**src/scc_pkg.sv**
```systemverilog
package scc_pkg;

  // Register location on the management serial interface.
  localparam logic [4:0] REG_ADDR = 5'h01;

  // Field positions inside the channel control register.
  localparam int SLEEP_BIT = 15;
  localparam int RSVD_HI = 14;
  localparam int RSVD_LO = 10;
  localparam int FILT_HI = 9;
  localparam int FILT_LO = 8;
  localparam int TX_HI = 7;
  localparam int TX_LO = 6;
  localparam int RX_HI = 5;
  localparam int RX_LO = 4;
  localparam int RATIO_HI = 3;
  localparam int RATIO_LO = 0;

  // Reset values of the fields.
  localparam logic [15:0] REG_RESET = 16'h010d;
  localparam logic SLEEP_RESET = 1'h0;
  localparam logic [1:0] FILT_RESET = 2'h1;
  localparam logic [1:0] RATE_RESET = 2'h0;
  localparam logic [3:0] RATIO_RESET = 4'hd;
  localparam logic [4:0] RSVD_RESET = 5'h00;

  // Filter codes and rate codes.
  localparam logic [1:0] FILT_NO_CLEANER = 2'h1;
  localparam logic [1:0] FILT_CLEANER = 2'h2;
  localparam logic [1:0] RATE_FULL = 2'h0;
  localparam logic [1:0] RATE_HALF = 2'h1;
  localparam logic [1:0] RATE_QUARTER = 2'h2;
  localparam logic [1:0] RATE_EIGHTH = 2'h3;

  // Pin and detect-enable values that hand rate control to software.
  localparam logic [2:0] PINS_SOFTWARE = 3'h4;
  localparam logic [1:0] ASD_OFF = 2'h0;

  // Management frame constants.
  localparam int PREAMBLE_ONES = 32;
  localparam logic [1:0] OP_READ = 2'h2;
  localparam logic [1:0] OP_WRITE = 2'h1;

  typedef struct packed {
    logic [1:0] tx_rate;
    logic [1:0] rx_rate;
    logic [3:0] pll_ratio;
  } scc_rate_type;

  typedef struct packed {
    logic channel_sleep;
    logic [1:0] pll_filter;
    scc_rate_type rate;
  } scc_ctrl_type;

endpackage

```
**src/scc_chan_ctrl.sv**
```systemverilog
module scc_chan_ctrl (
  input wire logic clk_i,
  input wire logic rst_b_i,
  input wire logic mdc_i,
  input wire logic mdio_i,
  output logic mdio_o,
  output logic mdio_oe_o,
  input wire logic [4:0] port_addr_i,
  input wire logic channel_sleep_pin_n_i,
  input wire logic [2:0] lane_speed_pins_i,
  input wire logic [1:0] automatic_speed_detect_en_i,
  input wire scc_pkg::scc_rate_type asd_rate_i,
  input wire scc_pkg::scc_rate_type pin_rate_i,
  output scc_pkg::scc_ctrl_type ctrl_o
);

  typedef enum logic [2:0] {
    ST_PRE,
    ST_START,
    ST_OP,
    ST_ADDR,
    ST_TA,
    ST_DATA
  } scc_frame_type;

  scc_frame_type state_q;
  logic mdc_prev_q;
  logic [5:0] cnt_q;
  logic [15:0] sh_q;
  logic [1:0] op_q;
  logic [9:0] addr_q;
  logic hit_q;
  logic wr_en_q;
  logic [15:0] wr_data_q;
  logic mdio_q;
  logic oe_q;
  logic [15:0] rd_data;

  // Mdc is sampled on the system clock, so it must run at no more than half its rate.
  wire rise = mdc_i && !mdc_prev_q;
  wire [9:0] addr_next = {addr_q[8:0], mdio_i};
  wire addr_hit = (addr_next[9:5] == port_addr_i) && (addr_next[4:0] == scc_pkg::REG_ADDR);
  wire pre_full = cnt_q >= 6'(scc_pkg::PREAMBLE_ONES);
  wire [1:0] op_next = {op_q[0], mdio_i};
  wire op_ok = (op_next == scc_pkg::OP_READ) || (op_next == scc_pkg::OP_WRITE);
  wire is_read = op_q == scc_pkg::OP_READ;

  always_ff @(posedge clk_i or negedge rst_b_i) begin
    if (!rst_b_i) begin
      mdc_prev_q <= 1'h0;
    end else begin
      mdc_prev_q <= mdc_i;
    end
  end

  always_ff @(posedge clk_i or negedge rst_b_i) begin
    if (!rst_b_i) begin
      state_q <= ST_PRE;
      cnt_q <= 6'h00;
      sh_q <= 16'h0000;
      op_q <= 2'h0;
      addr_q <= 10'h000;
      hit_q <= 1'h0;
      wr_en_q <= 1'h0;
      wr_data_q <= 16'h0000;
      mdio_q <= 1'h1;
      oe_q <= 1'h0;
    end else begin
      wr_en_q <= 1'h0;
      if (rise) begin
        unique case (state_q)
          ST_PRE: begin
            if (mdio_i) begin
              cnt_q <= pre_full ? cnt_q : cnt_q + 6'h01;
            end else begin
              cnt_q <= 6'h00;
              state_q <= pre_full ? ST_START : ST_PRE;
            end
          end
          ST_START: begin
            state_q <= mdio_i ? ST_OP : ST_PRE;
            cnt_q <= 6'h00;
          end
          ST_OP: begin
            op_q <= op_next;
            cnt_q <= cnt_q + 6'h01;
            if (cnt_q == 6'h01) begin
              state_q <= op_ok ? ST_ADDR : ST_PRE;
              cnt_q <= 6'h00;
            end
          end
          ST_ADDR: begin
            addr_q <= addr_next;
            cnt_q <= cnt_q + 6'h01;
            if (cnt_q == 6'h09) begin
              state_q <= ST_TA;
              cnt_q <= 6'h00;
              hit_q <= addr_hit;
              sh_q <= rd_data;
            end
          end
          ST_TA: begin
            cnt_q <= cnt_q + 6'h01;
            if (cnt_q == 6'h00 && is_read && hit_q) begin
              oe_q <= 1'h1;
              mdio_q <= 1'h0;
            end
            if (cnt_q == 6'h01) begin
              state_q <= ST_DATA;
              cnt_q <= 6'h00;
              if (is_read && hit_q) begin
                mdio_q <= sh_q[15];
                sh_q <= {sh_q[14:0], 1'h0};
              end
            end
          end
          // A frame for another port is still clocked through, so the hunt for the
          // next preamble starts only after its last data bit.
          ST_DATA: begin
            cnt_q <= cnt_q + 6'h01;
            if (is_read) begin
              mdio_q <= sh_q[15];
              sh_q <= {sh_q[14:0], 1'h0};
            end else begin
              sh_q <= {sh_q[14:0], mdio_i};
            end
            if (cnt_q == 6'h0f) begin
              state_q <= ST_PRE;
              cnt_q <= 6'h00;
              oe_q <= 1'h0;
              mdio_q <= 1'h1;
              wr_en_q <= !is_read && hit_q;
              wr_data_q <= {sh_q[14:0], mdio_i};
            end
          end
        endcase
      end
    end
  end

  assign mdio_o = mdio_q;
  assign mdio_oe_o = oe_q;

  scc_chan_core u_core (
    .clk_i(clk_i),
    .rst_b_i(rst_b_i),
    .wr_en_i(wr_en_q),
    .wr_data_i(wr_data_q),
    .channel_sleep_pin_n_i(channel_sleep_pin_n_i),
    .lane_speed_pins_i(lane_speed_pins_i),
    .automatic_speed_detect_en_i(automatic_speed_detect_en_i),
    .asd_rate_i(asd_rate_i),
    .pin_rate_i(pin_rate_i),
    .ctrl_o(ctrl_o),
    .rd_data_o(rd_data)
  );

  wire asd_on = automatic_speed_detect_en_i != scc_pkg::ASD_OFF;
  wire sw_mode = (lane_speed_pins_i == scc_pkg::PINS_SOFTWARE) && !asd_on;
endmodule // scc_chan_ctrl

```
**src/scc_chan_core.sv**
```systemverilog
module scc_chan_core (
  input wire logic clk_i,
  input wire logic rst_b_i,
  input wire logic wr_en_i,
  input wire logic [15:0] wr_data_i,
  input wire logic channel_sleep_pin_n_i,
  input wire logic [2:0] lane_speed_pins_i,
  input wire logic [1:0] automatic_speed_detect_en_i,
  input wire scc_pkg::scc_rate_type asd_rate_i,
  input wire scc_pkg::scc_rate_type pin_rate_i,
  output scc_pkg::scc_ctrl_type ctrl_o,
  output logic [15:0] rd_data_o
);

  logic sleep_q;
  logic [1:0] filt_q;
  logic [1:0] tx_q;
  logic [1:0] rx_q;
  logic [3:0] ratio_q;
  scc_pkg::scc_ctrl_type ctrl_q;
  scc_pkg::scc_ctrl_type ctrl_d;

  wire asd_active = automatic_speed_detect_en_i != scc_pkg::ASD_OFF;
  wire sw_rates = (lane_speed_pins_i == scc_pkg::PINS_SOFTWARE) && !asd_active;
  wire [1:0] wr_filt = wr_data_i[scc_pkg::FILT_HI:scc_pkg::FILT_LO];
  // Reserved filter codes would detune the loop, so such a write keeps the old code.
  wire filt_ok = (wr_filt == scc_pkg::FILT_NO_CLEANER) || (wr_filt == scc_pkg::FILT_CLEANER);
  wire rate_wr = wr_en_i && !asd_active;

  always_ff @(posedge clk_i or negedge rst_b_i) begin
    if (!rst_b_i) begin
      sleep_q <= scc_pkg::SLEEP_RESET;
      filt_q <= scc_pkg::FILT_RESET;
      tx_q <= scc_pkg::RATE_RESET;
      rx_q <= scc_pkg::RATE_RESET;
      ratio_q <= scc_pkg::RATIO_RESET;
    end else begin
      if (wr_en_i) begin
        sleep_q <= wr_data_i[scc_pkg::SLEEP_BIT];
      end
      if (wr_en_i && filt_ok) begin
        filt_q <= wr_filt;
      end
      if (rate_wr) begin
        tx_q <= wr_data_i[scc_pkg::TX_HI:scc_pkg::TX_LO];
        rx_q <= wr_data_i[scc_pkg::RX_HI:scc_pkg::RX_LO];
        ratio_q <= wr_data_i[scc_pkg::RATIO_HI:scc_pkg::RATIO_LO];
      end
    end
  end

  always_comb begin
    ctrl_d.channel_sleep = sleep_q | ~channel_sleep_pin_n_i;
    ctrl_d.pll_filter = filt_q;
    if (asd_active) begin
      ctrl_d.rate = asd_rate_i;
    end else if (sw_rates) begin
      ctrl_d.rate = '{tx_rate: tx_q, rx_rate: rx_q, pll_ratio: ratio_q};
    end else begin
      ctrl_d.rate = '{tx_rate: pin_rate_i.tx_rate, rx_rate: pin_rate_i.rx_rate,
                      pll_ratio: ratio_q};
    end
  end

  always_ff @(posedge clk_i or negedge rst_b_i) begin
    if (!rst_b_i) begin
      ctrl_q <= '{channel_sleep: scc_pkg::SLEEP_RESET, pll_filter: scc_pkg::FILT_RESET,
                  rate: '{tx_rate: scc_pkg::RATE_RESET, rx_rate: scc_pkg::RATE_RESET,
                          pll_ratio: scc_pkg::RATIO_RESET}};
    end else begin
      ctrl_q <= ctrl_d;
    end
  end

  assign ctrl_o = ctrl_q;
  // Rate and ratio reads show what the serdes really uses; sleep and filter reads show the stored bits, without the sleep pin.
  assign rd_data_o = {sleep_q, scc_pkg::RSVD_RESET, filt_q, ctrl_q.rate.tx_rate,
                      ctrl_q.rate.rx_rate, ctrl_q.rate.pll_ratio};

endmodule // scc_chan_core

```
**config.mk**
```make
export PLATFORM = sky130hd
export DESIGN_NAME = scc_chan_ctrl
export DESIGN_NICKNAME = d
export VERILOG_FILES = /design/src/scc_pkg.sv /design/src/scc_chan_ctrl.sv /design/src/scc_chan_core.sv
export SDC_FILE = /design/constraint.sdc
export NUM_CORES = 1
export LEC_CHECK = 0
export BUFFER_PORTS_ARGS = -buffer_cell sky130_fd_sc_hd__buf_4
export CORE_ASPECT_RATIO = 1.4
export CORE_MARGIN = 2
export CORE_UTILIZATION = 45
export CTS_CLUSTER_DIAMETER = 120
export DETAILED_ROUTE_END_ITERATION = 12
export MAX_ROUTING_LAYER = met4
export PLACE_DENSITY = 0.65
export SYNTH_ARGS = -nofsm -noshare
export SYNTH_HDL_FRONTEND = slang
export SYNTH_SLANG_ARGS = --single-unit
```
**constraint.sdc**
```tcl
create_clock -name clk_i -period 2.6 [get_ports clk_i]
set_input_delay 0.26 -clock clk_i [delete_from_list [all_inputs] [get_ports clk_i]]
set_output_delay 0.26 -clock clk_i [all_outputs]
set_load 0.01 [all_outputs]
```
==> results.cfg, run 1 <==
[status]
status = complete, no violations

[synthesis]
ys_types = 53
synth_seq_area_share = 0.502
synth_top_flop_cell = dfrtp_1
yosys_warnings = 0
synth_edf_count = 0
synthArstFlopShare = 1.00
syn_area_per_cell_um2 = 10.9
syn_inst = 341
syn_area_um2 = 3710
ys_seq_elements = 74
syn_nets = 376

[power]
power_switching_uw = 949
p_leak_uw = 0.00199
combPwrFrac = 0.193
switching_share = 0.291
pwr-share-seq = 0.453
p_int_uw = 2310
p_per_area_nw_per_um2 = 758
pwr-share-clk = 0.354
ir_worst_vdd_mv = 0.403

[grt]
globalRouteOverflowTotal = 0
antenna_found_initial = 0
grt_max_degree = 75
grt_pass1_vias = 2597
grt_first_pass_wirelength_um = 12200
grt_usage = 0.186

[clocking]
clk_latency_ns = 0.34
cts.clk_slew.worst_paths_ns = 0.06
cts_resized = 0
hold_buffers = 0
clockBufferDepth = 2
cts_root_buffer = clkbuf_16
numCtsBuffers = 9
cts_tree = done
post-cts-setup-buffers = 0
clock_sinks = 74
h-tree-depth = 3

[drt]
postRouteAntennaNets = 0
routed_wl_um = 7460
post-route-drc-count = 0
vias = 2584
wire_per_inst_um = 15.5
drt_iter0_markers = 106
dr.pass1.iters = 4
via_per_inst = 5.37

[placement]
dp_hpwl_um = 5200
gp_congestion = 0.898
dp_cells = 465
port_buffers = 39

[cells_and_area]
nets = 409
final_cell_mix = dfrtp_1 (65), buf_4 (47), mux2_2 (41)
finalNonFillerCells = 481
num_antenna_cells = 0
drive_gt1_frac = 0.327
synthToLayoutAreaGrowth_pct = 16.1
mostFrequentLayoutCell = dfrtp_1

[timing]
tightest_slew_ns = 0.918
finalHoldViolations = 0
max_freq_mhz = 460
finalSetupTns_ns = 0
finClkSkew_ns = 0.00466
setup_viol = 0
rsz0062_at_grt = false
fin_crit_ns = 2.17
final.period_utilization = 0.835
final_max_slew_viol_count = 0
slew-limit-headroom = 0.388

[min_path]
hold_end = mdc_prev_q
hold_depth = 1
min_path_type = in -> reg
worstHoldStart = mdc_i

[critical_path]
reg2regPathDepth = 5
arrival_ns = 2.39
critPathMaxStageDelay_ns = 0.49
crit_chain = nor3_1 -> and2_1 -> nand2_1 -> a21oi_4 -> mux2_2
rrSetupSlack_ns = 0.43
cp.required_ns = 2.82
endpoint_kind = flip-flop
worst_r2r_startpoint = cnt_q[4]
worstSetupStartpoint = cnt_q[4]
critPathMaxFanout = 13
start_kind = flip-flop
r2r_end = sh_q[3]
critical_path_class = reg -> reg
critPathSlowestCell = dfrtp_1

[floorplan]
die_y_um = 111
num_rows = 39
start_util = 0.458
die_w_um = 80.7
pin_count = 44
core-area_um2 = 8100
die_area_um2 = 8990

[run]
timing.max_cap.violations = 0
-- metrics by stage --
stage | instance area, µm² | setup slack (ns) | util | hold slack, ns | power, µW
after global placement | 4030 | 0.487 | 0.497 | 0.363 | 2110
after detailed placement | 4030 | 0.446 | 0.497 | 0.365 | 2130
after floorplan | 3710 | 0.707 | - | -0.0356 | 1920
after CTS | 4310 | 0.424 | 0.532 | 0.0373 | 3290
after global routing | 4310 | 0.317 | 0.532 | 0.0375 | 3430
final | 4310 | 0.428 | 0.532 | 0.0456 | 3260
-- sequential cells by signal (all words and copies together) (netlist names) --
register        cells
op_q                2
mdc_prev_q          1
hit_q               1
cnt_q               6
u_core.filt_q       2
addr_q              9
u_core.ctrl_o      11
mdio_o              1
wr_en_q             1
u_core.rx_q         2
u_core.sleep_q      1
u_core.ratio_q      4
sh_q               16
state_q             3
wr_data_q          11
mdio_oe_o           1
u_core.tx_q         2
-- logic make-up (layout without fill, tap and decap cells) --
group	count (synthesis)	in the layout	synth area share
DFF	74	74	0.502
AOI/OAI and AO/OA	61	61	0.102
xor gates and xnor gates	7	7	0.0165
buffers and inverters	48	86	0.0671
adders and majority gates	4	4	0.0135
and+or+nand+nor	92	92	0.131
muxes	55	55	0.168
-- cell type report --
| cell class | count | area, µm² |
|---|---|---|
| multi-input combinational | 219 | 1600 |
| fill | 735 | 3790 |
| inverter | 23 | 86.3 |
| timing repair buffer | 47 | 353 |
| tap | 102 | 128 |
| clock inverter | 6 | 41.3 |
| sequential | 74 | 1860 |
| clock buffer | 10 | 239 |
-- routing by layer --
layer  track usage  share of wire
met1         0.206           0.42
met2         0.309           0.51
met3        0.0527          0.040
met4        0.0780          0.028
met5             -              0
-- worst max-delay path by stage --
stage / to
after detailed placement: sh_q[1]
after CTS: sh_q[3]
after global routing: sh_q[10]
final: sh_q[3]
after global placement: sh_q[5]
after floorplan: wr_data_q[6]
-- power groups by stage --
stage	registers (µW)	logic, µW	clock network, µW
global placement	1490	616	0
finish	1480	630	1150
detailed placement	1500	631	0
floorplan	1440	483	0
global route	1500	701	1230
CTS	1480	634	1180
-- Yosys cell counts (all sizes together) (2+ instances only) --
library cell | n | area, µm²
dfrtp | 65 | 1630
mux2 | 45 | 522
nand2 | 32 | 128
o21ai | 24 | 120
inv | 23 | 86.3
nor2 | 16 | 76.3
a21oi | 15 | 86.3
buf | 15 | 125
clkbuf | 10 | 37.5
mux2i | 10 | 100
dfstp | 9 | 236
nand3 | 7 | 35.0
nand2b | 6 | 37.5
nor3 | 6 | 30.0
and2 | 4 | 25.0
ha | 4 | 50.1
xnor2 | 4 | 35.0
a22o | 3 | 26.3
and3 | 3 | 25.0
nand3b | 3 | 22.5
nor2b | 3 | 18.8
o22ai | 3 | 18.8
or3 | 3 | 18.8
xor2 | 3 | 26.3
a31oi | 2 | 12.5
nor3b | 2 | 15.0
o211ai | 2 | 15.0
o21a | 2 | 15.0
or4 | 2 | 15.0
-- worst max-delay path: cells and delay by family (launching register included) --
kind | cells | cell delay, ns
AOI/OAI and AO/OA | 1 | 0.44
muxes | 1 | 0.39
DFF | 1 | 0.49
and+or+nand+nor | 3 | 0.73
Note: power is estimated with default switching activity, not from simulation.
==> run 2: changes to the inputs <==
--- a/config.mk
+++ b/config.mk
@@ -12,7 +12,7 @@
 export CTS_CLUSTER_DIAMETER = 120
 export DETAILED_ROUTE_END_ITERATION = 12
 export MAX_ROUTING_LAYER = met4
-export PLACE_DENSITY = 0.65
+export PLACE_DENSITY = 0.68
 export SYNTH_ARGS = -nofsm -noshare
 export SYNTH_HDL_FRONTEND = slang
 export SYNTH_SLANG_ARGS = --single-unit
==> constraint.sdc (replaced) <==
create_clock -name clk_i -period 1.8 [get_ports clk_i]
set_input_delay 0.18 -clock clk_i [delete_from_list [all_inputs] [get_ports clk_i]]
set_output_delay 0.18 -clock clk_i [all_outputs]
set_load 0.01 [all_outputs]
==> run 2 against run 1 <==
Final area is 10% higher; critical path depth is 1 higher; fmax is 23% higher; combinational power is 68% higher; count of clock-buffer cells in the layout is 1 higher; sequential power is 47% higher; largest cell class unchanged.
==> results.cfg, run 2 (synthesis gave the netlist of run 1 again) <==
[status]
status = complete, no violations

[grt]
grt_first_pass_wirelength_um = 13300
grt_pass1_vias = 2732
globalRouteOverflowTotal = 0
antenna_found_initial = 0
grt_max_degree = 46
grt_usage = 0.202

[power]
p_leak_uw = 0.00221
total_power_uw = 5020
p_per_area_nw_per_um2 = 1060
ir_worst_vdd_mv = 0.535

[drt]
vias = 2711
post-route-drc-count = 0
dr.pass1.iters = 4
routed_wl_um = 8080
drt_iter0_markers = 79
via_per_inst = 5.24
wire_per_inst_um = 15.6
postRouteAntennaNets = 0

[critical_path]
critical_path_class = reg -> reg
start_kind = flip-flop
worst_r2r_startpoint = cnt_q[1]
endpoint_kind = flip-flop
critPathMaxFanout = 15
worstSetupStartpoint = cnt_q[1]
arrival_ns = 1.99
cp.required_ns = 2.02

[floorplan]
core-area_um2 = 8100
start_util = 0.458
die_area_um2 = 8990
num_rows = 39
pin_count = 44
die_w_um = 80.7
die_y_um = 111

[cells_and_area]
final_cell_mix = buf_4 (76), dfrtp_1 (60), mux2_2 (41)
num_antenna_cells = 0
nets = 445
finalNonFillerCells = 517
largest_register_ffs = 16
multi_input_area_um2 = 1680
fillers = 706
top_register = sh_q
synthToLayoutAreaGrowth_pct = 27.9
mostFrequentLayoutCell = buf_4
drive_gt1_frac = 0.424
seq_area_um2 = 1870

[timing]
finalHoldViolations = 0
final.period_utilization = 0.984
slew-limit-headroom = 0.718
fin_crit_ns = 1.77
final_max_slew_viol_count = 0
rsz0062_at_grt = true
setup_viol = 0
max_freq_mhz = 564
tightest_slew_ns = 0.423
finClkSkew_ns = 0.00732

[clocking]
clock_sinks = 74
clockBufferDepth = 2
h-tree-depth = 3
clk_latency_ns = 0.34
cts_tree = done
cts_root_buffer = clkbuf_16
cts.clk_slew.worst_paths_ns = 0.06
numCtsBuffers = 9

[placement]
dp_cells = 495
port_buffers = 39
dp_hpwl_um = 5820
gp_congestion = 0.912

[min_path]
min_path_type = in -> reg
worstHoldStart = asd_rate_i[1]

[run]
timing.max_cap.violations = 0
run 2: cell types whose count changed in the layout (fill, tap and decap cells not counted), moves of 3 or more:
cell	change
buf_4	+29
o21ai_0	-4
dfrtp_2	+5
nor3_1	-3
clkinvlp_4	-3
dlygate4sd3_1	+3
o21ai_1	+4
dfrtp_1	-5
buf_12	+4
run 2: layout make-up:
cell class | instances | area share
Timing Repair Buffer | 83 | 0.144
Sequential cell | 74 | 0.394
Clock buffer | 11 | 0.0512
Tap cell | 102 | 0.0269
Clock inverter | 5 | 0.0113
Inverter | 23 | 0.0182
Multi-Input combinational cell | 219 | 0.355
run 2: worst paths after layout:
path | to | slack, ns | cells after the start
worst max register to register | wr_data_q[6] | 0.03 | 6
worst min register to register | u_core.ctrl_o[8] | 0.37 | 0
max in group asynchronous | u_core.ctrl_o[8] | 0.87 | 3
min in group asynchronous | wr_data_q[3] | 0.32 | 2
worst max-delay path | wr_data_q[6] | 0.03 | 6
worst min-delay path | u_core.ctrl_o[1] | 0.08 | 2
run 2: routing by layer:
metal,GRT usage,share of wire,vias to the layer above
li1,-,-,1301
met1,0.229,0.40,1346
met2,0.337,0.54,51
met3,0.0397,0.033,13
met4,0.0949,0.022,0
met5,-,0,-
run 2: worst max-delay path, cell delays in order (launching register included):
cell	delay (ns)
dfrtp_1	0.40
ha_2	0.20
and3_4	0.19
nand2_4	0.07
or3_4	0.34
buf_12	0.16
mux2_4	0.29
run 2: power breakdown:
part	switching (µW)	internal [µW]
clock network	687	1110
logic	492	568
registers	239	1930
run 2: what timing repair did:
action                                  CTS  global route
setup buffers                             2             1
resized for setup                         5            19
endpoints found under the hold margin    27             0
pin swaps                                 2             2
endpoints found under the setup margin   21            32
hold buffers                              3             0
cloned                                    0             0
run 2: stage by stage:
step	TNS [ns]	hold slack (ns)	area (µm²)	util	setup slack, ns
2_1_floorplan	-0.0964	-0.116	3720	-	-0.0182
3_3_place_gp	-0.0936	0.139	4310	0.532	-0.0460
3_5_place_dp	-0.127	0.141	4310	0.532	-0.0282
4_1_cts	0	0.0697	4670	0.577	0.0176
5_1_grt	-0.124	0.0765	4740	0.585	-0.0326
6_report	0	0.0800	4740	0.585	0.0279
